<file path="src/sctr_regs.vh">
`ifndef SCTR_REGS_VH
`define SCTR_REGS_VH

// ==========================================
// register indexes (byte address = index * 4)
`define SCTR_IDX_CLOCK_MODE 6'h03
`define SCTR_IDX_INT_ENABLE 6'h04
`define SCTR_IDX_INT_REQUEST 6'h05
`define SCTR_IDX_TIMER_MODE 6'h06
`define SCTR_IDX_BOUND 6'h09
`define SCTR_IDX_EDGE_SEL 6'h0C
`define SCTR_IDX_INT_CLEAR 6'h20
`define SCTR_IDX_COUNT_LO 6'h21
`define SCTR_IDX_COUNT_HI 6'h22

// ==========================================
// clock_mode fields
`define SCTR_CM_PIN_FN 0
`define SCTR_CM_WDT_EN 1
`define SCTR_CM_LRC_EN 2
`define SCTR_CM_TABLE 3
`define SCTR_CM_HRC_EN 4
`define SCTR_CM_SYS_LO 5
`define SCTR_CM_SYS_HI 7

// ==========================================
// timer_mode fields and edge select
`define SCTR_TM_ISEL_HI 2
`define SCTR_TM_PDIV_LO 3
`define SCTR_TM_PDIV_HI 4
`define SCTR_TM_SRC_LO 5
`define SCTR_TM_SRC_HI 7
`define SCTR_ES_TIMER 4

// ==========================================
// reset values and interrupt mask
`define SCTR_CLOCK_MODE_RST 8'hF6
`define SCTR_INT_ENABLE_RST 8'h00
`define SCTR_TIMER_MODE_RST 8'h00
`define SCTR_BOUND_RST 8'h00
`define SCTR_EDGE_SEL_RST 8'h00
`define SCTR_INT_MASK 8'hDF

// ==========================================
// interrupt bit positions
`define SCTR_INT_PIN_A 0
`define SCTR_INT_PIN_B 1
`define SCTR_INT_TIMER 2
`define SCTR_INT_ADC 3
`define SCTR_INT_CMP 4
`define SCTR_INT_TMR_A 6
`define SCTR_INT_TMR_B 7

// ==========================================
// timer clock source codes
`define SCTR_TSRC_OFF 3'h0
`define SCTR_TSRC_SYS 3'h1
`define SCTR_TSRC_RSV 3'h2
`define SCTR_TSRC_PIN4 3'h3
`define SCTR_TSRC_HRC 3'h4
`define SCTR_TSRC_EXT 3'h5
`define SCTR_TSRC_LRC 3'h6
`define SCTR_TSRC_PIN0 3'h7

// ==========================================
// system clock source codes
`define SCTR_SRC_HRC 2'h0
`define SCTR_SRC_EXT 2'h1
`define SCTR_SRC_LRC 2'h2

`endif

</file>
<file path="src/sctr_sync.v">
`timescale 1ns/100ps

// ==========================================
// three-stage pin synchroniser
// the output moves only once stages two and three agree
module sctr_sync (
    input wire pclk,
    input wire presetn,
    input wire pin_in,
    output reg level_r
);

reg s1_r;
reg s2_r;
reg s3_r;

always @(posedge pclk or negedge presetn) begin
    if (!presetn) begin
        s1_r <= 1'b0;
        s2_r <= 1'b0;
        s3_r <= 1'b0;
        level_r <= 1'b0;
    end else begin
        s1_r <= pin_in;
        s2_r <= s1_r;
        s3_r <= s2_r;
        if (s2_r == s3_r) begin
            level_r <= s3_r;
        end
    end
end

endmodule

</file>
<file path="src/sctr_top.v">
// Chosen here: the APB slave port.
`timescale 1ns/100ps


`include "sctr_regs.vh"

module sctr_top (
    input wire pclk,
    input wire presetn,
    input wire psel,
    input wire penable,
    input wire pwrite,
    input wire [7:0] paddr,
    input wire [31:0] pwdata,
    output reg [31:0] prdata_r,
    output reg pready_r,
    output reg pslverr_r,
    input wire high_rc_osc,
    input wire ext_osc,
    input wire low_rc_osc,
    input wire sys_clk_tick,
    input wire port_a_pin4,
    input wire port_a_pin0,
    input wire bound_timer_b_evt,
    input wire bound_timer_a_evt,
    input wire comparator_evt,
    input wire adc_evt,
    input wire pin_b0_a4_evt,
    input wire pin_a0_b5_evt,
    output reg [1:0] sys_clk_src_r,
    output reg [2:0] sys_clk_div_log2_r,
    output reg sys_clk_sel_bad_r,
    output reg high_rc_osc_en_r,
    output reg low_rc_osc_en_r,
    output reg watchdog_run_r,
    output reg external_reset_pin_sel_r,
    output reg [7:0] second_timer_bound_r,
    output reg [15:0] timer_count_r,
    output reg irq_r
);

// ==========================================
// decode helpers

// result is {reserved, source[1:0], log2 divide[2:0]}
function [5:0] sysclk_decode;
    input tbl;
    input [2:0] sel;
    begin
        if (!tbl) begin
            case (sel)
                3'h0: sysclk_decode = {1'b0, `SCTR_SRC_HRC, 3'h2};
                3'h1: sysclk_decode = {1'b0, `SCTR_SRC_HRC, 3'h1};
                3'h2: sysclk_decode = {1'b1, `SCTR_SRC_HRC, 3'h0};
                3'h3: sysclk_decode = {1'b0, `SCTR_SRC_EXT, 3'h2};
                3'h4: sysclk_decode = {1'b0, `SCTR_SRC_EXT, 3'h1};
                3'h5: sysclk_decode = {1'b0, `SCTR_SRC_EXT, 3'h0};
                3'h6: sysclk_decode = {1'b0, `SCTR_SRC_LRC, 3'h2};
                default: sysclk_decode = {1'b0, `SCTR_SRC_LRC, 3'h0};
            endcase
        end else begin
            case (sel)
                3'h0: sysclk_decode = {1'b0, `SCTR_SRC_HRC, 3'h4};
                3'h1: sysclk_decode = {1'b0, `SCTR_SRC_HRC, 3'h3};
                3'h2: sysclk_decode = {1'b0, `SCTR_SRC_LRC, 3'h4};
                3'h3: sysclk_decode = {1'b0, `SCTR_SRC_HRC, 3'h5};
                3'h4: sysclk_decode = {1'b0, `SCTR_SRC_HRC, 3'h6};
                3'h5: sysclk_decode = {1'b0, `SCTR_SRC_EXT, 3'h3};
                default: sysclk_decode = {1'b1, `SCTR_SRC_HRC, 3'h0};
            endcase
        end
    end
endfunction

// last prescaler count before a tick passes
function [5:0] pdiv_last;
    input [1:0] code;
    begin
        case (code)
            2'h0: pdiv_last = 6'h00;
            2'h1: pdiv_last = 6'h03;
            2'h2: pdiv_last = 6'h0F;
            default: pdiv_last = 6'h3F;
        endcase
    end
endfunction

// word index from a byte address; low two bits ignored
function [5:0] reg_index;
    input [7:0] addr;
    begin
        reg_index = addr[7:2];
    end
endfunction

// ==========================================
// registers and wires

reg [7:0] clock_mode_r;
reg [7:0] interrupt_enable_r;
reg [7:0] interrupt_request_r;
reg [7:0] interrupt_request_nxt;
reg [7:0] timer_mode_r;
reg [7:0] edge_sel_r;
reg [5:0] pdiv_cnt_r;
reg [5:0] pdiv_cnt_nxt;
reg [15:0] timer_count_nxt;
reg hrc_prev_r;
reg ext_prev_r;
reg lrc_prev_r;
reg pin4_prev_r;
reg pin0_prev_r;
reg src_tick;
reg count_tick;
reg timer_evt;
reg [31:0] rdata;
reg addr_ok;

wire hrc_lvl;
wire ext_lvl;
wire lrc_lvl;
wire pin4_lvl;
wire pin0_lvl;
wire [5:0] sys_dec;
wire [2:0] tsrc;
wire [2:0] isel;
wire [15:0] count_inc;
wire cur_bit;
wire inc_bit;
wire [5:0] idx;
wire bus_done;
wire wr_en;
wire [7:0] wbyte;
wire [7:0] set_vec;

// ==========================================
// input synchronisers

sctr_sync u_sync_hrc (
    .pclk(pclk),
    .presetn(presetn),
    .pin_in(high_rc_osc),
    .level_r(hrc_lvl)
);

sctr_sync u_sync_ext (
    .pclk(pclk),
    .presetn(presetn),
    .pin_in(ext_osc),
    .level_r(ext_lvl)
);

sctr_sync u_sync_lrc (
    .pclk(pclk),
    .presetn(presetn),
    .pin_in(low_rc_osc),
    .level_r(lrc_lvl)
);

sctr_sync u_sync_pin4 (
    .pclk(pclk),
    .presetn(presetn),
    .pin_in(port_a_pin4),
    .level_r(pin4_lvl)
);

sctr_sync u_sync_pin0 (
    .pclk(pclk),
    .presetn(presetn),
    .pin_in(port_a_pin0),
    .level_r(pin0_lvl)
);

// ==========================================
// apb slave: one wait state, pready from a flop

assign idx = reg_index(paddr);
assign bus_done = psel & penable & pready_r;
assign wr_en = bus_done & pwrite;
assign wbyte = pwdata[7:0];

always @* begin
    addr_ok = 1'b1;
    rdata = 32'h0000_0000;
    case (idx)
        `SCTR_IDX_CLOCK_MODE: rdata[7:0] = clock_mode_r;
        `SCTR_IDX_INT_ENABLE: rdata[7:0] = interrupt_enable_r;
        `SCTR_IDX_INT_REQUEST: rdata[7:0] = interrupt_request_r;
        `SCTR_IDX_TIMER_MODE: rdata[7:0] = timer_mode_r;
        `SCTR_IDX_BOUND: rdata[7:0] = 8'h00;
        `SCTR_IDX_EDGE_SEL: rdata[7:0] = 8'h00;
        `SCTR_IDX_INT_CLEAR: rdata[7:0] = 8'h00;
        `SCTR_IDX_COUNT_LO: rdata[7:0] = timer_count_r[7:0];
        `SCTR_IDX_COUNT_HI: rdata[7:0] = timer_count_r[15:8];
        default: addr_ok = 1'b0;
    endcase
end

always @(posedge pclk or negedge presetn) begin
    if (!presetn) begin
        pready_r <= 1'b0;
        pslverr_r <= 1'b0;
        prdata_r <= 32'h0000_0000;
    end else if (psel && penable && !pready_r) begin
        pready_r <= 1'b1;
        pslverr_r <= ~addr_ok;
        prdata_r <= (pwrite || !addr_ok) ? 32'h0000_0000 : rdata;
    end else begin
        pready_r <= 1'b0;
        pslverr_r <= 1'b0;
    end
end

// ==========================================
// configuration registers

always @(posedge pclk or negedge presetn) begin
    if (!presetn) begin
        clock_mode_r <= `SCTR_CLOCK_MODE_RST;
        interrupt_enable_r <= `SCTR_INT_ENABLE_RST;
        timer_mode_r <= `SCTR_TIMER_MODE_RST;
        edge_sel_r <= `SCTR_EDGE_SEL_RST;
        second_timer_bound_r <= `SCTR_BOUND_RST;
    end else if (wr_en) begin
        case (idx)
            `SCTR_IDX_CLOCK_MODE: clock_mode_r <= wbyte;
            `SCTR_IDX_INT_ENABLE: interrupt_enable_r <= wbyte & `SCTR_INT_MASK;
            `SCTR_IDX_TIMER_MODE: timer_mode_r <= wbyte;
            `SCTR_IDX_EDGE_SEL: edge_sel_r <= wbyte & 8'h1F;
            `SCTR_IDX_BOUND: second_timer_bound_r <= wbyte;
            default: clock_mode_r <= clock_mode_r;
        endcase
    end
end

// ==========================================
// clock control outputs

assign sys_dec = sysclk_decode(clock_mode_r[`SCTR_CM_TABLE],
    clock_mode_r[`SCTR_CM_SYS_HI:`SCTR_CM_SYS_LO]);

always @(posedge pclk or negedge presetn) begin
    if (!presetn) begin
        sys_clk_src_r <= `SCTR_SRC_LRC;
        sys_clk_div_log2_r <= 3'h0;
        sys_clk_sel_bad_r <= 1'b0;
        high_rc_osc_en_r <= 1'b1;
        low_rc_osc_en_r <= 1'b1;
        watchdog_run_r <= 1'b1;
        external_reset_pin_sel_r <= 1'b0;
    end else begin
        sys_clk_sel_bad_r <= sys_dec[5];
        sys_clk_src_r <= sys_dec[4:3];
        sys_clk_div_log2_r <= sys_dec[2:0];
        high_rc_osc_en_r <= clock_mode_r[`SCTR_CM_HRC_EN];
        low_rc_osc_en_r <= clock_mode_r[`SCTR_CM_LRC_EN];
        // slow RC off starves the watchdog, so its enable is overridden
        watchdog_run_r <= clock_mode_r[`SCTR_CM_WDT_EN] & clock_mode_r[`SCTR_CM_LRC_EN];
        external_reset_pin_sel_r <= clock_mode_r[`SCTR_CM_PIN_FN];
    end
end

// ==========================================
// timer source edges and prescaler

assign tsrc = timer_mode_r[`SCTR_TM_SRC_HI:`SCTR_TM_SRC_LO];

always @(posedge pclk or negedge presetn) begin
    if (!presetn) begin
        hrc_prev_r <= 1'b0;
        ext_prev_r <= 1'b0;
        lrc_prev_r <= 1'b0;
        pin4_prev_r <= 1'b0;
        pin0_prev_r <= 1'b0;
    end else begin
        hrc_prev_r <= hrc_lvl;
        ext_prev_r <= ext_lvl;
        lrc_prev_r <= lrc_lvl;
        pin4_prev_r <= pin4_lvl;
        pin0_prev_r <= pin0_lvl;
    end
end

// oscillators must run well below pclk/4 or edges are lost
always @* begin
    case (tsrc)
        `SCTR_TSRC_SYS: src_tick = sys_clk_tick;
        `SCTR_TSRC_PIN4: src_tick = pin4_prev_r & ~pin4_lvl;
        `SCTR_TSRC_HRC: src_tick = hrc_lvl & ~hrc_prev_r;
        `SCTR_TSRC_EXT: src_tick = ext_lvl & ~ext_prev_r;
        `SCTR_TSRC_LRC: src_tick = lrc_lvl & ~lrc_prev_r;
        `SCTR_TSRC_PIN0: src_tick = pin0_prev_r & ~pin0_lvl;
        default: src_tick = 1'b0;
    endcase
end

always @* begin
    pdiv_cnt_nxt = pdiv_cnt_r;
    count_tick = 1'b0;
    if (src_tick) begin
        if (pdiv_cnt_r >= pdiv_last(timer_mode_r[`SCTR_TM_PDIV_HI:`SCTR_TM_PDIV_LO])) begin
            pdiv_cnt_nxt = 6'h00;
            count_tick = 1'b1;
        end else begin
            pdiv_cnt_nxt = pdiv_cnt_r + 6'h01;
        end
    end
end

// ==========================================
// counter and timer event

assign count_inc = timer_count_r + 16'h0001;
assign isel = timer_mode_r[`SCTR_TM_ISEL_HI:0];
assign cur_bit = timer_count_r[{1'b1, isel}];
assign inc_bit = count_inc[{1'b1, isel}];

always @* begin
    timer_count_nxt = timer_count_r;
    timer_evt = 1'b0;
    if (count_tick) begin
        timer_count_nxt = count_inc;
        if (edge_sel_r[`SCTR_ES_TIMER]) begin
            timer_evt = cur_bit & ~inc_bit;
        end else begin
            timer_evt = ~cur_bit & inc_bit;
        end
    end
end

always @(posedge pclk or negedge presetn) begin
    if (!presetn) begin
        pdiv_cnt_r <= 6'h00;
        timer_count_r <= 16'h0000;
    end else begin
        pdiv_cnt_r <= pdiv_cnt_nxt;
        timer_count_r <= timer_count_nxt;
    end
end

// ==========================================
// interrupt requests

assign set_vec = {bound_timer_b_evt, bound_timer_a_evt, 1'b0, comparator_evt,
    adc_evt, timer_evt, pin_b0_a4_evt, pin_a0_b5_evt};

// a hardware set in the clearing cycle wins
always @* begin
    interrupt_request_nxt = interrupt_request_r;
    if (wr_en && idx == `SCTR_IDX_INT_REQUEST) begin
        interrupt_request_nxt = interrupt_request_r & wbyte;
    end
    if (wr_en && idx == `SCTR_IDX_INT_CLEAR) begin
        interrupt_request_nxt = interrupt_request_r & ~wbyte;
    end
    interrupt_request_nxt = (interrupt_request_nxt | set_vec) & `SCTR_INT_MASK;
end

always @(posedge pclk or negedge presetn) begin
    if (!presetn) begin
        interrupt_request_r <= 8'h00;
        irq_r <= 1'b0;
    end else begin
        interrupt_request_r <= interrupt_request_nxt;
        irq_r <= |(interrupt_request_nxt & interrupt_enable_r);
    end
end

endmodule

</file>
<file path="config.mk">
export PLATFORM = sky130hd
export DESIGN_NAME = sctr_top
export DESIGN_NICKNAME = d
export VERILOG_FILES = /design/src/sctr_sync.v /design/src/sctr_top.v
export VERILOG_INCLUDE_DIRS = /design/src
export SDC_FILE = /design/constraint.sdc
export NUM_CORES = 1
export LEC_CHECK = 0
export BUFFER_PORTS_ARGS = -buffer_cell sky130_fd_sc_hd__buf_2
export CAP_MARGIN = 20
export CELL_PAD_IN_SITES_DETAIL_PLACEMENT = 0
export CELL_PAD_IN_SITES_GLOBAL_PLACEMENT = 1
export CORE_ASPECT_RATIO = 1.25
export CORE_MARGIN = 4
export CORE_UTILIZATION = 45
export CTS_CLUSTER_DIAMETER = 80
export DETAILED_ROUTE_END_ITERATION = 16
export PLACE_DENSITY_LB_ADDON = 0.1
export SETUP_SLACK_MARGIN = 0.4
export SYNTH_ARGS = -nofsm -noshare
export SYNTH_HDL_FRONTEND = slang
export SYNTH_SLANG_ARGS = --single-unit
export TNS_END_PERCENT = 20
</file>
<file path="constraint.sdc">
create_clock -name pclk -period 4.9 [get_ports pclk]
set_input_delay 0.49 -clock pclk [delete_from_list [all_inputs] [get_ports pclk]]
set_output_delay 0.49 -clock pclk [all_outputs]
set_load 0.005 [all_outputs]
</file>
Word level (Yosys, flattened, before mapping)
Index checks and enable logic that the tools add are counted.
Word-level totals
  output and inout bits: 69
  word-level logic and storage cells: 138
  flip-flop bits (word level): 135
Operators by class
  muxes and demuxes: 22
  eq/ne operators: 28
  reductions and logical operators: 16
  add/sub/neg operators: 2
  magnitude comparators: 2
  bitwise operators: 24
Operators with widths (count)
  one-hot mux 8 bit (6 select lines): 1
  one-hot mux 6 bit (7 select lines): 1
  one-hot mux 6 bit (6 select lines): 1
  AND 8 bit: 3
  two-way mux 8 bit: 3
  == test 3 bit (second input constant): 7
  == test 6 x 3 -> 1 bit (second input constant): 3
  == test 6 bit (second input constant): 3
  two-way mux 6 bit: 3
  one-hot mux 6 bit (3 select lines): 1
  adder 16 x 1 -> 16 bit (second input constant): 1
  == test 6 x 4 -> 1 bit (second input constant): 2
  AND 1 bit: 11
  AND reduction 2 bit: 5
  == test 3 x 2 -> 1 bit (second input constant): 3
  two-way mux 1 bit: 9
  OR reduction 9 bit: 1
  inverter 1 bit: 8
  inverter 8 bit: 1
  OR 8 bit: 1
  OR reduction 8 bit: 1
  adder 6 x 1 -> 6 bit (second input constant): 1
  binary-select mux 1 bit (select 3 bit): 2
  == test 3 x 1 -> 1 bit (second input constant): 2
  other kinds (12): 20

Logic depth before layout (Yosys ltp)
Gate-level depths: netlist of the first run.
  depth in word-level cells: 11
  gate-level depth with buffers: 10
  gate-level depth less buffers: 9

Modules after synthesis
From an unflattened synthesis of the first run, not the netlist that was laid out.
Unflattened totals
  cell total of the unflattened synthesis: 482
  area, all modules: 5326.4 µm²
By module, submodules not included
  sctr_top: instances 1, area an instance 4769.6 µm², seq. area each 2189.6 µm², cells an instance 457
  sctr_sync: instances 5, area an instance 111.4 µm², seq. area each 100.1 µm², cells an instance 5

Least setup slack after synthesis of the first run
OpenSTA, ideal clock, no wires.
  kind: register to register
  start point: register timer_mode_r[3]
  end point: register timer_count_r[13]
  data required time: 4773 ps
  stages on the path, launching flop included: 11
  path buffers: 1
  arrival: 2487 ps
  setup slack: 2286 ps
  path through: dfrtp_1 or2_2 ha_1 nand2b_1 a2111oi_0 o21ai_1 and2_1 clkbuf_1 nand2_1 or4_1 xnor2_1
Between the ends
  word-level cells in the longest chain between the ends: 6
  elaborated cells on any way between the ends: 8
  classes of those cells: 1 x order compare; 2 x eq/ne; 4 x mux; 1 x reduce/logical
RTL lines
  start: declaration: RTL line sctr_top.v:103  | reg [7:0] timer_mode_r;
  start signal: assignment: RTL line sctr_top.v:221  | timer_mode_r <= `SCTR_TIMER_MODE_RST;
  start signal: assignment: RTL line sctr_top.v:228  | `SCTR_IDX_TIMER_MODE: timer_mode_r <= wbyte;
  == test 2 bit, or another cell as far along: RTL line sctr_top.v:79  | case (code)
  one-hot mux 6 bit (3 select lines) *: RTL line sctr_top.v:79
  two-way mux 6 bit *: RTL line sctr_top.v:300  | if (src_tick) begin
  >= comparator 6 bit *: RTL line sctr_top.v:301  | if (pdiv_cnt_r >= pdiv_last(timer_mode_r[`SCTR_TM_PDIV_HI:`SCTR_TM_PDIV_LO])) begin
  two-way mux 1 bit *: RTL line sctr_top.v:301
  two-way mux 1 bit *: RTL line sctr_top.v:300
  end signal: assignment: RTL line sctr_top.v:337  | timer_count_r <= timer_count_nxt;
  end: declaration: RTL line sctr_top.v:38  | output reg [15:0] timer_count_r,
Every way passes the cells marked *; elsewhere a longest branch is shown, timed or not. The select of a mux whose other input is x is not followed.
A chain may end at the register's enable or synchronous reset.

Worst setup path in the final report of the first run
  start point: register timer_count_r[1]
  end point: register irq_r
Between the ends
  word-level cells in the longest chain between the ends: 10
  elaborated cells on any way between the ends: 11
  classes of those cells: 1 x add/sub; 4 x mux; 5 x bitwise; 1 x reduce/logical
RTL lines
  adder 16 x 1 -> 16 bit *: RTL line sctr_top.v:313  | assign count_inc = timer_count_r + 16'h0001;
  binary-select mux 1 bit (select 3 bit) *: RTL line sctr_top.v:316  | assign inc_bit = count_inc[{1'b1, isel}];
  two-way mux 1 bit (not written as such) *: RTL line sctr_top.v:316
  inverter 1 bit: RTL line sctr_top.v:324  | timer_evt = cur_bit & ~inc_bit;
  AND 1 bit: RTL line sctr_top.v:324
  two-way mux 1 bit *: RTL line sctr_top.v:323  | if (edge_sel_r[`SCTR_ES_TIMER]) begin
  two-way mux 1 bit *: RTL line sctr_top.v:321  | if (count_tick) begin
  OR 8 bit *: RTL line sctr_top.v:356  | interrupt_request_nxt = (interrupt_request_nxt | set_vec) & `SCTR_INT_MASK;
  AND 8 bit *: RTL line sctr_top.v:365  | irq_r <= |(interrupt_request_nxt & interrupt_enable_r);
  OR reduction 8 bit *: RTL line sctr_top.v:365
  end signal: assignment: RTL line sctr_top.v:365
  end: declaration: RTL line sctr_top.v:39  | output reg irq_r
Marks and branches as above.

==> results of run 1 <==
[cells by family after synthesis]
family / share of synthesized area
and+or+nand+nor: 0.1496
DFF: 0.5065
AOI/OAI and AO/OA: 0.1244
buffers and inverters: 0.06619
muxes: 0.09635
xor gates and xnor gates: 0.02803
adders and majority gates: 0.02827
other: 0.0007060
[worst min-delay path by stage]
stage | end | start | cells past startpoint | slack, ns
floorplan | clock_mode_r[0] | presetn | 0 | 0.19
global placement | u_sync_hrc.s2_r | u_sync_hrc.s1_r | 0 | 0.33
detailed placement | u_sync_lrc.s2_r | u_sync_lrc.s1_r | 0 | 0.34
CTS | u_sync_hrc.s1_r | high_rc_osc | 1 | 0.23
global route | u_sync_pin4.s1_r | port_a_pin4 | 1 | 0.23
finish | timer_count_r[9] | presetn | 1 | 0.22
[area by class of cell]
type | count | share of cell area
well taps | 138 | 0.02903
clock inverters | 7 | 0.01347
flip-flops and latches | 107 | 0.4523
repair buffers | 77 | 0.06606
multi-input cells | 340 | 0.3962
clock buffers | 9 | 0.03787
inverters | 8 | 0.005049
[power by group]
group | internal (µW) | switching (µW)
Sequential | 914 | 28.7
Clock | 364 | 367
Combinational | 47.3 | 74.0
[metal layers]
metal,vias to the layer above,part of all wire,global-route usage
met5,-,0,0
met4,0,0.016,0.05869
met3,14,0.043,0.03538
met2,110,0.51,0.3230
met1,1862,0.43,0.2301
li1,1810,-,-
[registers in the layout, summed over array words and instances (netlist names), 2 cells and up]
| signal | flops |
|---|---|
| timer_mode_r | 8 |
| sys_clk_src_r | 2 |
| timer_count_r | 16 |
| interrupt_enable_r | 7 |
| prdata_r | 8 |
| pdiv_cnt_r | 6 |
| second_timer_bound_r | 8 |
| clock_mode_r | 8 |
| interrupt_request_r | 7 |
| sys_clk_div_log2_r | 3 |
[placed cells by master, fill, tap and decap left out, types with 11 or more instances in the layout]
master / n
a21oi_1: 11
a22oi_1: 15
buf_2: 74
conb_1: 24
dfrtp_1: 97
mux2_2: 31
mux2i_1: 14
nand2_1: 43
nor2_1: 18
o21ai_0: 26
[per-stage QoR]
step / total power, µW / utilization / area, µm² / setup slack, ns
3_3_place_gp: 1080 / 0.4880 / 5642 / 1.989
4_1_cts: 1816 / 0.5144 / 5947 / 1.945
6_report: 1795 / 0.5144 / 5947 / 1.932
5_1_grt: 1872 / 0.5144 / 5947 / 1.768
2_1_floorplan: 1030 / - / 5398 / 2.286
3_5_place_dp: 1085 / 0.4880 / 5642 / 1.967
[critical path, delay by kind of cell (launching register included)]
family          cells  cell delay, ns
mux                 1            0.29
fa+ha+maj           1            0.41
compound gates      3            0.57
flops               1            0.55
simple gates        3            1.00
==> key figures, run 1 <==
STA
  – Worst relative slew slack: 0.2984
  – Peak Freq: 337.0 MHz
  – Setup TNS: 0 ns
  – Setup violations, final: 0
  – Final Skew: 0.01017 ns
  – Slew @ Worst Pin: 1.045 ns
  – Final min period: 2.968 ns
  – WHS: 0.2207 ns
  – RSZ-0062 raised after global routing: no
  – Fin crit share: 0.6057
  – Max-slew violations: 0
  – Final Hold Viols: 0

GRT
  – Total track usage: 0.1839
  – Largest net degree at the start of global routing: 69
  – Vias in the first global route: 3615
  – GR Overflow Total: 0
  – Initial antenna violation count: 0
  – First-pass GRT wire length: 19670 µm

Setup path
  – Worst reg2reg path depth: 8
  – Setup crit end kind: flip-flop
  – Max FO, Critical Path: 9
  – Critical Path Sink: irq_r
  – Critical path arrival: 3.19 ns
  – R2R Setup Slk: 1.93 ns
  – Slowest stage delay, CP: 0.55 ns
  – Worst path slowest cell: dfrtp_1
  – RR Startpoint: timer_count_r[1]
  – CP cell instances: ha_1 -> nand2_4 -> or4_4 -> or3b_1 -> a31o_1 -> a32oi_1 -> mux2i_1 -> o21ai_1
  – Startpoint Class: flip-flop
  – Critical Path Start: timer_count_r[1]
  – RR Endpoint: irq_r
  – Crit Path Class: flip-flop to flip-flop
  – CP required: 5.12 ns

Clocking
  – TritonCTS clock tree: done
  – Cts repair resizes: 0
  – Setup bufs post-CTS: 0
  – Root Buffer: clkbuf_16
  – Worst-skew pair later-pin latency: 0.35 ns
  – # H-tree levels: 3
  – CTS Hold Bufs: 0
  – Clk buf depth: 2
  – # clock sinks: 107
  – Clock slew at reported path FFs: 0.08 ns
  – Number of CTS-inserted buffers: 9

Yosys
  – List of most frequent post-synthesis cells: 97 x dfrtp_1, 43 x nand2_1, 31 x mux2_2, 26 x o21ai_0, 25 x buf_4
  – Ys flop type: dfrtp_1
  – Cell variety after synth: 65
  – EDFF count, synth: 0
  – Post-synthesis cell type with the largest combined area: dfrtp_1
  – FF+latch count, synth: 107
  – Synth Instances: 481
  – Dominant cell by count in the synthesized netlist: dfrtp_1
  – Largest cells by area after synthesis: dfrtp_1 46%, mux2_2 6.6%, dfstp_2 4.9%
  – Mapped cell area: 0.005311 mm²
  – Syn avg cell area: 11.04 µm²
  – Yosys warns: 0
  – Seq/Total Area, Yosys: 0.5065
  – Share of the synthesized area in the top cell type: 0.4570
  – Asr flop ratio synth: 1.000

Die
  – Cell Rows: 44
  – Die X: 105.2 µm
  – Core ar.: 0.01156 mm²
  – I/O Pins: 126
  – Chip height: 129.5 µm
  – Die ar.: 0.01362 mm²
  – Starting Density: 0.4594

Place
  – HPWL after detailed placement: 9055 µm
  – DP Cell Count: 670
  – Final GP Congestion: 0.8517
  – PortBufs: 75

Route
  – Post-route ant nets: 0
  – Iter 0 DRT Violations: 208
  – Vias per cell: 5.534
  – Post-Route WL: 12250 µm
  – Drc violations: 0
  – Routed via count: 3796
  – Drt pass-1 iters: 5
  – Drt wl/cell: 17.86 µm

Run status
  – Status: finished clean

Power and ir drop
  – P_leak: 0.002835 µW
  – Pwr dens: 301.8 mW/mm²
  – Max VDD drop: 0.0001777 V

Final layout
  – Synthesis-to-finish area growth: 11.97%
  – Seq. cell area: 0.002690 mm²
  – Area taken by multi-input logic gates: 0.002356 mm²
  – Layout cells sized above 1: 0.2628
  – Post-Layout Cell Count: 686
  – Ant. Diodes: 0
  – Final nets: 608
  – FILL cells: 1099

Hold path
  – Worst min path class: input pin to async pin

Job
  – Max_cap viols: 0
No activity file was read; power rests on OpenSTA's default activity.
==> run 2, diff against run 1 <==
CORE_UTILIZATION = 38   (was 45)
clock period = 2.73 ns   (was 4.9 ns; I/O delays follow)
==> run 2 against run 1 <==
  * Worst hold slack worse by 0.23 ns
  * The flow now finishes with violations (negative hold slack)
  * First-iteration DRC count decreased by 25%
  * Highest routed layer unchanged
  * Sequential power grew 78%
==> key figures, run 2 (same netlist as run 1, synthesis figures left out) <==
Run status
  – Status: finished, violations left (was finished clean)
  – Failing checks: negative hold slack

Final layout
  – Most frequent cells in the layout: 96 x dfrtp_1, 74 x buf_2, 42 x nand2_1 (was 97 x dfrtp_1, 74 x buf_2, 43 x nand2_1)
  – Final non-filler cell area: 0.006280 mm² (was 0.005947 mm²)
  – Most common cell after layout, fill and taps aside: dfrtp_1 (unchanged)
  – Layout cells sized above 1: 0.3171 (was 0.2628)
  – Ant. Diodes: 0 (unchanged)
  – Largest Register: timer_count_r (unchanged)
  – Final nets: 634 (was 608)
  – Max FFs per register: 16 (unchanged)
  – Synthesis-to-finish area growth: 18.23% (was 11.97%)

Setup path
  – Worst reg2reg path depth: 8 (unchanged)
  – Worst path bufs/invs: 0 (unchanged)
  – CP required: 2.96 ns (was 5.12 ns)
  – Family with the most delay on the worst path: simple AND/OR/NAND/NOR gates (unchanged)
  – Critical Path Sink: irq_r (unchanged)
  – Setup crit end kind: flip-flop (unchanged)
  – Levels on crit path: 8 (unchanged)
  – R2R Setup Slk: 0.28 ns (was 1.93 ns)
  – RR Startpoint: timer_count_r[0] (was timer_count_r[1])
  – RR Endpoint: irq_r (unchanged)
  – Max FO, Critical Path: 4 (was 9)
  – Critical path arrival: 2.68 ns (was 3.19 ns)
  – Crit Path Class: flip-flop to flip-flop (unchanged)
  – Critical Path Start: timer_count_r[0] (was timer_count_r[1])
  – Slowest stage delay, CP: 0.51 ns (was 0.55 ns)
  – CP cell instances: ha_4 -> nand2_4 -> or4_4 -> or3b_1 -> a31o_1 -> a32oi_1 -> mux2i_1 -> o21ai_1 (was ha_1 -> nand2_4 -> or4_4 -> or3b_1 -> a31o_1 -> a32oi_1 -> mux2i_1 -> o21ai_1)
  – Startpoint Class: flip-flop (unchanged)
  – Worst path slowest cell: or4_4 (was dfrtp_1)

STA
  – Peak Freq: 407.6 MHz (was 337.0 MHz)
  – Final WS setup: 0.2769 ns (was 1.932 ns)
  – Final Skew: 0.007510 ns (was 0.01017 ns)
  – Setup TNS: 0 ns (unchanged)
  – Slew @ Worst Pin: 0.7541 ns (was 1.045 ns)
  – Max-slew violations: 0 (unchanged)
  – Final Hold Viols: 23 (was 0)
  – Fin crit share: 0.8986 (was 0.6057)
  – Worst relative slew slack: 0.4934 (was 0.2984)
  – WHS: -0.01273 ns (was 0.2207 ns)
  – Final min period: 2.453 ns (was 2.968 ns)
  – Setup violations, final: 0 (unchanged)
  – RSZ-0062 raised after global routing: yes (was no)

Route
  – Iter 0 DRT Violations: 155 (was 208)
  – Drt pass-1 iters: 4 (was 5)
  – Post-Route WL: 13300 µm (was 12250 µm)
  – Post-route ant nets: 0 (unchanged)
  – Drt wl/cell: 17.76 µm (was 17.86 µm)
  – Routed via count: 3909 (was 3796)
  – Vias per cell: 5.219 (was 5.534)
  – Drc violations: 0 (unchanged)

Hold path
  – Worst min path class: input pin to async pin (unchanged)

Clocking
  – CTS Hold Bufs: 0 (unchanged)
  – Worst-skew pair later-pin latency: 0.35 ns (about the same)
  – Number of CTS-inserted buffers: 9 (unchanged)
  – Clk buf depth: 2 (unchanged)
  – Clock slew at reported path FFs: 0.08 ns (about the same)
  – # H-tree levels: 3 (unchanged)
  – # clock sinks: 107 (unchanged)
  – Root Buffer: clkbuf_16 (unchanged)
  – TritonCTS clock tree: done (unchanged)

Power and ir drop
  – Max VDD drop: 0.0002866 V (was 0.0001777 V)
  – P_leak: 0.003014 µW (was 0.002835 µW)
  – Pwr dens: 523.3 mW/mm² (was 301.8 mW/mm²)

Place
  – HPWL after detailed placement: 10090 µm (was 9055 µm)
  – Pre-CTS setup slack: 0.1927 ns (was 1.967 ns)
  – Placed cell area: 0.005924 mm² (was 0.005642 mm²)
  – Final GP Congestion: 0.8384 (was 0.8517)
  – PortBufs: 75 (unchanged)

GRT
  – Largest net degree at the start of global routing: 57 (was 69)
  – Vias in the first global route: 3994 (was 3615)
  – First-pass GRT wire length: 21510 µm (was 19670 µm)
  – GR Overflow Total: 0 (unchanged)
  – Initial antenna violation count: 0 (unchanged)
  – Total track usage: 0.1714 (was 0.1839)

Die
  – Cell Rows: 48 (was 44)
  – Die ar.: 0.01594 mm² (was 0.01362 mm²)
  – Chip height: 140.2 µm (was 129.5 µm)
  – I/O Pins: 126 (unchanged)
  – Die X: 113.7 µm (was 105.2 µm)
  – Core ar.: 0.01375 mm² (was 0.01156 mm²)
  – Starting Density: 0.3862 (was 0.4594)

Job
  – Max_cap viols: 0 (unchanged)
## run 2: stage by stage
| step | util | hold slack (ns) | total power [µW] | std cells |
|---|---|---|---|---|
| 2_1_floorplan | - | -0.02259 | 1865 | 504 |
| 3_3_place_gp | 0.4308 | 0.3362 | 1973 | 730 |
| 3_5_place_dp | 0.4308 | 0.3363 | 1983 | 730 |
| 4_1_cts | 0.4551 | 0.003215 | 3335 | 748 |
| 5_1_grt | 0.4566 | 0.001758 | 3433 | 749 |
| 6_report | 0.4566 | -0.01273 | 3286 | 749 |
## run 2: worst min path at each step
stage / from / endpoint / slack (ns)
finish: presetn / timer_count_r[9] / -0.01
global route: high_rc_osc / u_sync_hrc.s1_r / 0.002
CTS: high_rc_osc / u_sync_hrc.s1_r / 0.003
detailed placement: u_sync_ext.s1_r / u_sync_ext.s2_r / 0.34
global placement: u_sync_lrc.s1_r / u_sync_lrc.s2_r / 0.34
floorplan: presetn / clock_mode_r[0] / -0.02
## run 2: cell type report
class | instances | area [µm²]
flip-flops and latches | 107 | 2691
clock buffers | 9 | 225.2
well taps | 175 | 219.0
fillers | 1362 | 7473
multi-input cells | 340 | 2432
clock inverters | 7 | 93.84
repair buffers | 103 | 588.1
inverters | 8 | 30.03
## run 2: routing by layer
metal | vias to the layer above | routed length [µm] | track usage | share of wire
li1 | 1859 | - | - | -
met1 | 1947 | 5580 | 0.2181 | 0.42
met2 | 88 | 6991 | 0.2982 | 0.53
met3 | 15 | 505 | 0.02204 | 0.038
met4 | 0 | 222 | 0.05949 | 0.017
met5 | - | 0 | 0 | 0
## run 2: where the power goes
| group | leakage, µW | internal, µW | switching (µW) |
|---|---|---|---|
| combinational | 0.00153 | 111 | 159 |
| clock | 0.000153 | 662 | 672 |
| sequential | 0.00133 | 1640 | 42.0 |
| total | 0.00301 | 2410 | 873 |
## run 2: timing repair
action                     4_1_cts  5_1_grt
gates resized for setup          0        3
pin swaps                        4        4
buffers inserted                 2        1
setup endpoints to repair        8       11
==> run 3, diff against run 2 <==
SYNTH_HIERARCHICAL = 1   (was unset)
==> run 3 against run 2 <==
  * The flow now finishes without violations
  * Register-to-register slack better by 0.13 ns
  * Worst setup slack better by 0.13 ns
  * First-iteration DRC count up 34%
  * Combinational power up 7.8%
  * Final cell count down 0.13%
  * Die area up 0.26%
  * Wire length down 0.99%
  * Final area up 1.6%
  * Highest routed layer unchanged
==> key figures, run 3 <==
Run status
  – Status: finished clean (was finished, violations left)

STA
  – RSZ-0062 raised after global routing: yes (unchanged)
  – Fin crit share: 0.8491 (was 0.8986)
  – Final WS setup: 0.4119 ns (was 0.2769 ns)
  – Final min period: 2.318 ns (was 2.453 ns)
  – Setup TNS: 0 ns (unchanged)
  – Worst relative slew slack: 0.5444 (was 0.4934)
  – Final Skew: 0.008337 ns (was 0.007510 ns)
  – Max-slew violations: 0 (unchanged)
  – Peak Freq: 431.4 MHz (was 407.6 MHz)
  – Slew @ Worst Pin: 0.6834 ns (was 0.7541 ns)
  – Setup violations, final: 0 (unchanged)
  – Final Hold Viols: 0 (was 23)

Place
  – PortBufs: 75 (unchanged)
  – DP Cell Count: 720 (was 730)
  – HPWL after detailed placement: 9661 µm (was 10090 µm)
  – Final GP Congestion: 0.8028 (was 0.8384)
  – Pre-CTS setup slack: 0.2001 ns (was 0.1927 ns)

GRT
  – GR Overflow Total: 0 (unchanged)
  – First-pass GRT wire length: 21220 µm (was 21510 µm)
  – Vias in the first global route: 3986 (was 3994)
  – Initial antenna violation count: 0 (unchanged)
  – Total track usage: 0.1701 (was 0.1714)
  – Largest net degree at the start of global routing: 60 (was 57)

Route
  – Post-Route WL: 13170 µm (was 13300 µm)
  – Vias per cell: 5.211 (was 5.219)
  – Iter 0 DRT Violations: 207 (was 155)
  – Drt pass-1 iters: 4 (unchanged)
  – Post-route ant nets: 0 (unchanged)
  – Drt wl/cell: 17.60 µm (was 17.76 µm)
  – Routed via count: 3898 (was 3909)
  – Drc violations: 0 (unchanged)

Setup path
  – Max FO, Critical Path: 3 (was 4)
  – Crit Path Class: flip-flop to flip-flop (unchanged)
  – CP required: 2.99 ns (was 2.96 ns)
  – Setup crit end kind: flip-flop (unchanged)
  – Critical path arrival: 2.57 ns (was 2.68 ns)
  – Startpoint Class: flip-flop (unchanged)

Yosys
  – Mapped cell area: 0.005326 mm² (was 0.005311 mm²)
  – Seq/Total Area, Yosys: 0.5051 (was 0.5065)
  – List of most frequent post-synthesis cells: 97 x dfrtp_1, 37 x nand2_1, 31 x mux2_2, 27 x o21ai_0, 24 x buf_4 (was 97 x dfrtp_1, 43 x nand2_1, 31 x mux2_2, 26 x o21ai_0, 25 x buf_4)
  – Post-synthesis cell type with the largest combined area: dfrtp_1 (unchanged)
  – Cell variety after synth: 59 (was 65)
  – Share of the synthesized area in the top cell type: 0.4557 (was 0.4570)
  – Dominant cell by count in the synthesized netlist: dfrtp_1 (unchanged)
  – EDFF count, synth: 0 (unchanged)
  – Yosys warns: 6 (was 0)
  – Synth Instances: 482 (was 481)
  – Syn avg cell area: 11.05 µm² (was 11.04 µm²)
  – Ys flop type: dfrtp_1 (unchanged)
  – Largest cells by area after synthesis: dfrtp_1 46%, mux2_2 6.6%, dfstp_2 4.9% (unchanged)
  – Asr flop ratio synth: 1.000 (unchanged)
  – FF+latch count, synth: 107 (unchanged)

Final layout
  – Largest Register: timer_count_r (unchanged)
  – Most common cell after layout, fill and taps aside: dfrtp_1 (unchanged)
  – Max FFs per register: 16 (unchanged)
  – Ant. Diodes: 0 (unchanged)
  – Synthesis-to-finish area growth: 19.80% (was 18.23%)
  – Most frequent cells in the layout: 93 x dfrtp_1, 74 x buf_2, 35 x nand2_1 (was 96 x dfrtp_1, 74 x buf_2, 42 x nand2_1)
  – FILL cells: 1295 (was 1362)
  – Final nets: 633 (was 634)
  – Layout cells sized above 1: 0.3438 (was 0.3171)
  – Post-Layout Cell Count: 748 (was 749)

Die
  – Cell Rows: 48 (unchanged)
  – Core ar.: 0.01375 mm² (unchanged)
  – Die ar.: 0.01599 mm² (was 0.01594 mm²)
  – Starting Density: 0.3873 (was 0.3862)
  – Chip height: 140.4 µm (was 140.2 µm)
  – I/O Pins: 126 (unchanged)
  – Die X: 113.9 µm (was 113.7 µm)

Power and ir drop
  – Pwr dens: 509.0 mW/mm² (was 523.3 mW/mm²)
  – P_leak: 0.003002 µW (was 0.003014 µW)
  – Max VDD drop: 0.0003294 V (was 0.0002866 V)

Job
  – Max_cap viols: 0 (unchanged)

Clocking
  – # clock sinks: 107 (unchanged)
  – TritonCTS clock tree: done (unchanged)
  – Root Buffer: clkbuf_16 (unchanged)
  – Worst-skew pair later-pin latency: 0.35 ns (about the same)
  – # H-tree levels: 3 (unchanged)
  – Clock slew at reported path FFs: 0.08 ns (about the same)
  – Clk buf depth: 2 (unchanged)
  – Number of CTS-inserted buffers: 9 (unchanged)

Hold path
  – Worst min path class: input pin to flip-flop (was input pin to async pin)
-- run 3: cell count changes after synthesis, sizes merged, moves of 6 or more --
cell    before  now
a221oi       1    8
a22oi       15    1
clkbuf      17   23
nand2       44   37
nand4        5   11
nor3         8    2
xnor2        9   17
-- run 3: path summary, 6_finish.rpt --
path	from	endpoint	slack [ns]	depth (start not counted)
max	timer_count_r[6]	irq_r	0.41	7
min	ext_osc	u_sync_ext/s1_r	0.02	1
max reg2reg	timer_count_r[6]	irq_r	0.41	7
max in group asynchronous	presetn	clock_mode_r[5]	1.46	3
min in group asynchronous	presetn	pdiv_cnt_r[5]	0.49	2
min reg2reg	u_sync_hrc/s1_r	u_sync_hrc/s2_r	0.35	0
-- run 3: cells by family (layout without fill, tap and decap cells) --
kind of cell / after synthesis / count (layout) / share of synthesized area
xor+xnor: 20 / 20 / 0.03289
simple gates: 138 / 138 / 0.1487
compound gates: 90 / 90 / 0.1179
flops: 107 / 107 / 0.5051
buf+inv: 66 / 134 / 0.06436
mux: 47 / 47 / 0.1010
other cells: 1 / 24 / 0.0007040
fa+ha+maj: 13 / 13 / 0.02936
-- run 3: what timing repair did --
action | 4_1_cts | 5_1_grt
hold buffers | 1 | 0
pin swaps | 7 | 4
cloned | 0 | 0
endpoints found under the setup margin | 6 | 22
buffers inserted | 8 | 3
endpoints found under the hold margin | 41 | 0
gates resized for setup | 8 | 15
-- run 3: final cells by class --
| type | count | area, µm² | share of cell area |
|---|---|---|---|
| clock buffers | 10 | 239.0 | 0.03745 |
| clock inverters | 6 | 55.05 | 0.008627 |
| inverters | 12 | 45.04 | 0.007059 |
| multi-input cells | 332 | 2499 | 0.3916 |
| flip-flops and latches | 107 | 2695 | 0.4224 |
| well taps | 175 | 219.0 | 0.03431 |
| repair buffers | 106 | 629.4 | 0.09863 |
-- run 3: metrics by stage --
step | hold WS, ns | power [µW] | utilization | cell area, µm²
after detailed placement | 0.3418 | 1990 | 0.4279 | 5886
after CTS | 0.007536 | 3292 | 0.4570 | 6285
after global placement | 0.3316 | 1982 | 0.4279 | 5886
after global routing | 0.004996 | 3410 | 0.4640 | 6381
after floorplan | -0.02259 | 1866 | - | 5448
final | 0.02358 | 3248 | 0.4640 | 6381
-- run 3: metal layers --
metal	wire length (µm)	GRT usage
met2	6990	0.2985
met4	191	0.05066
met1	5483	0.2108
met5	0	0
met3	502	0.03328
-- run 3: power by group --
group / switching [µW] / internal (µW) / leakage, µW
logic: 171 / 120 / 0.00153
registers: 36.3 / 1640 / 0.00133
clock network: 620 / 663 / 0.000146
-- run 3: worst max-delay path, cell delays in order (launching register included) --
cell and delay, ns:
dfrtp_1 0.41, nand4_4 0.13, or4_4 0.52, o2111ai_4 0.24
o311ai_4 0.14, or4_1 0.41, and3_4 0.21, o31ai_2 0.17
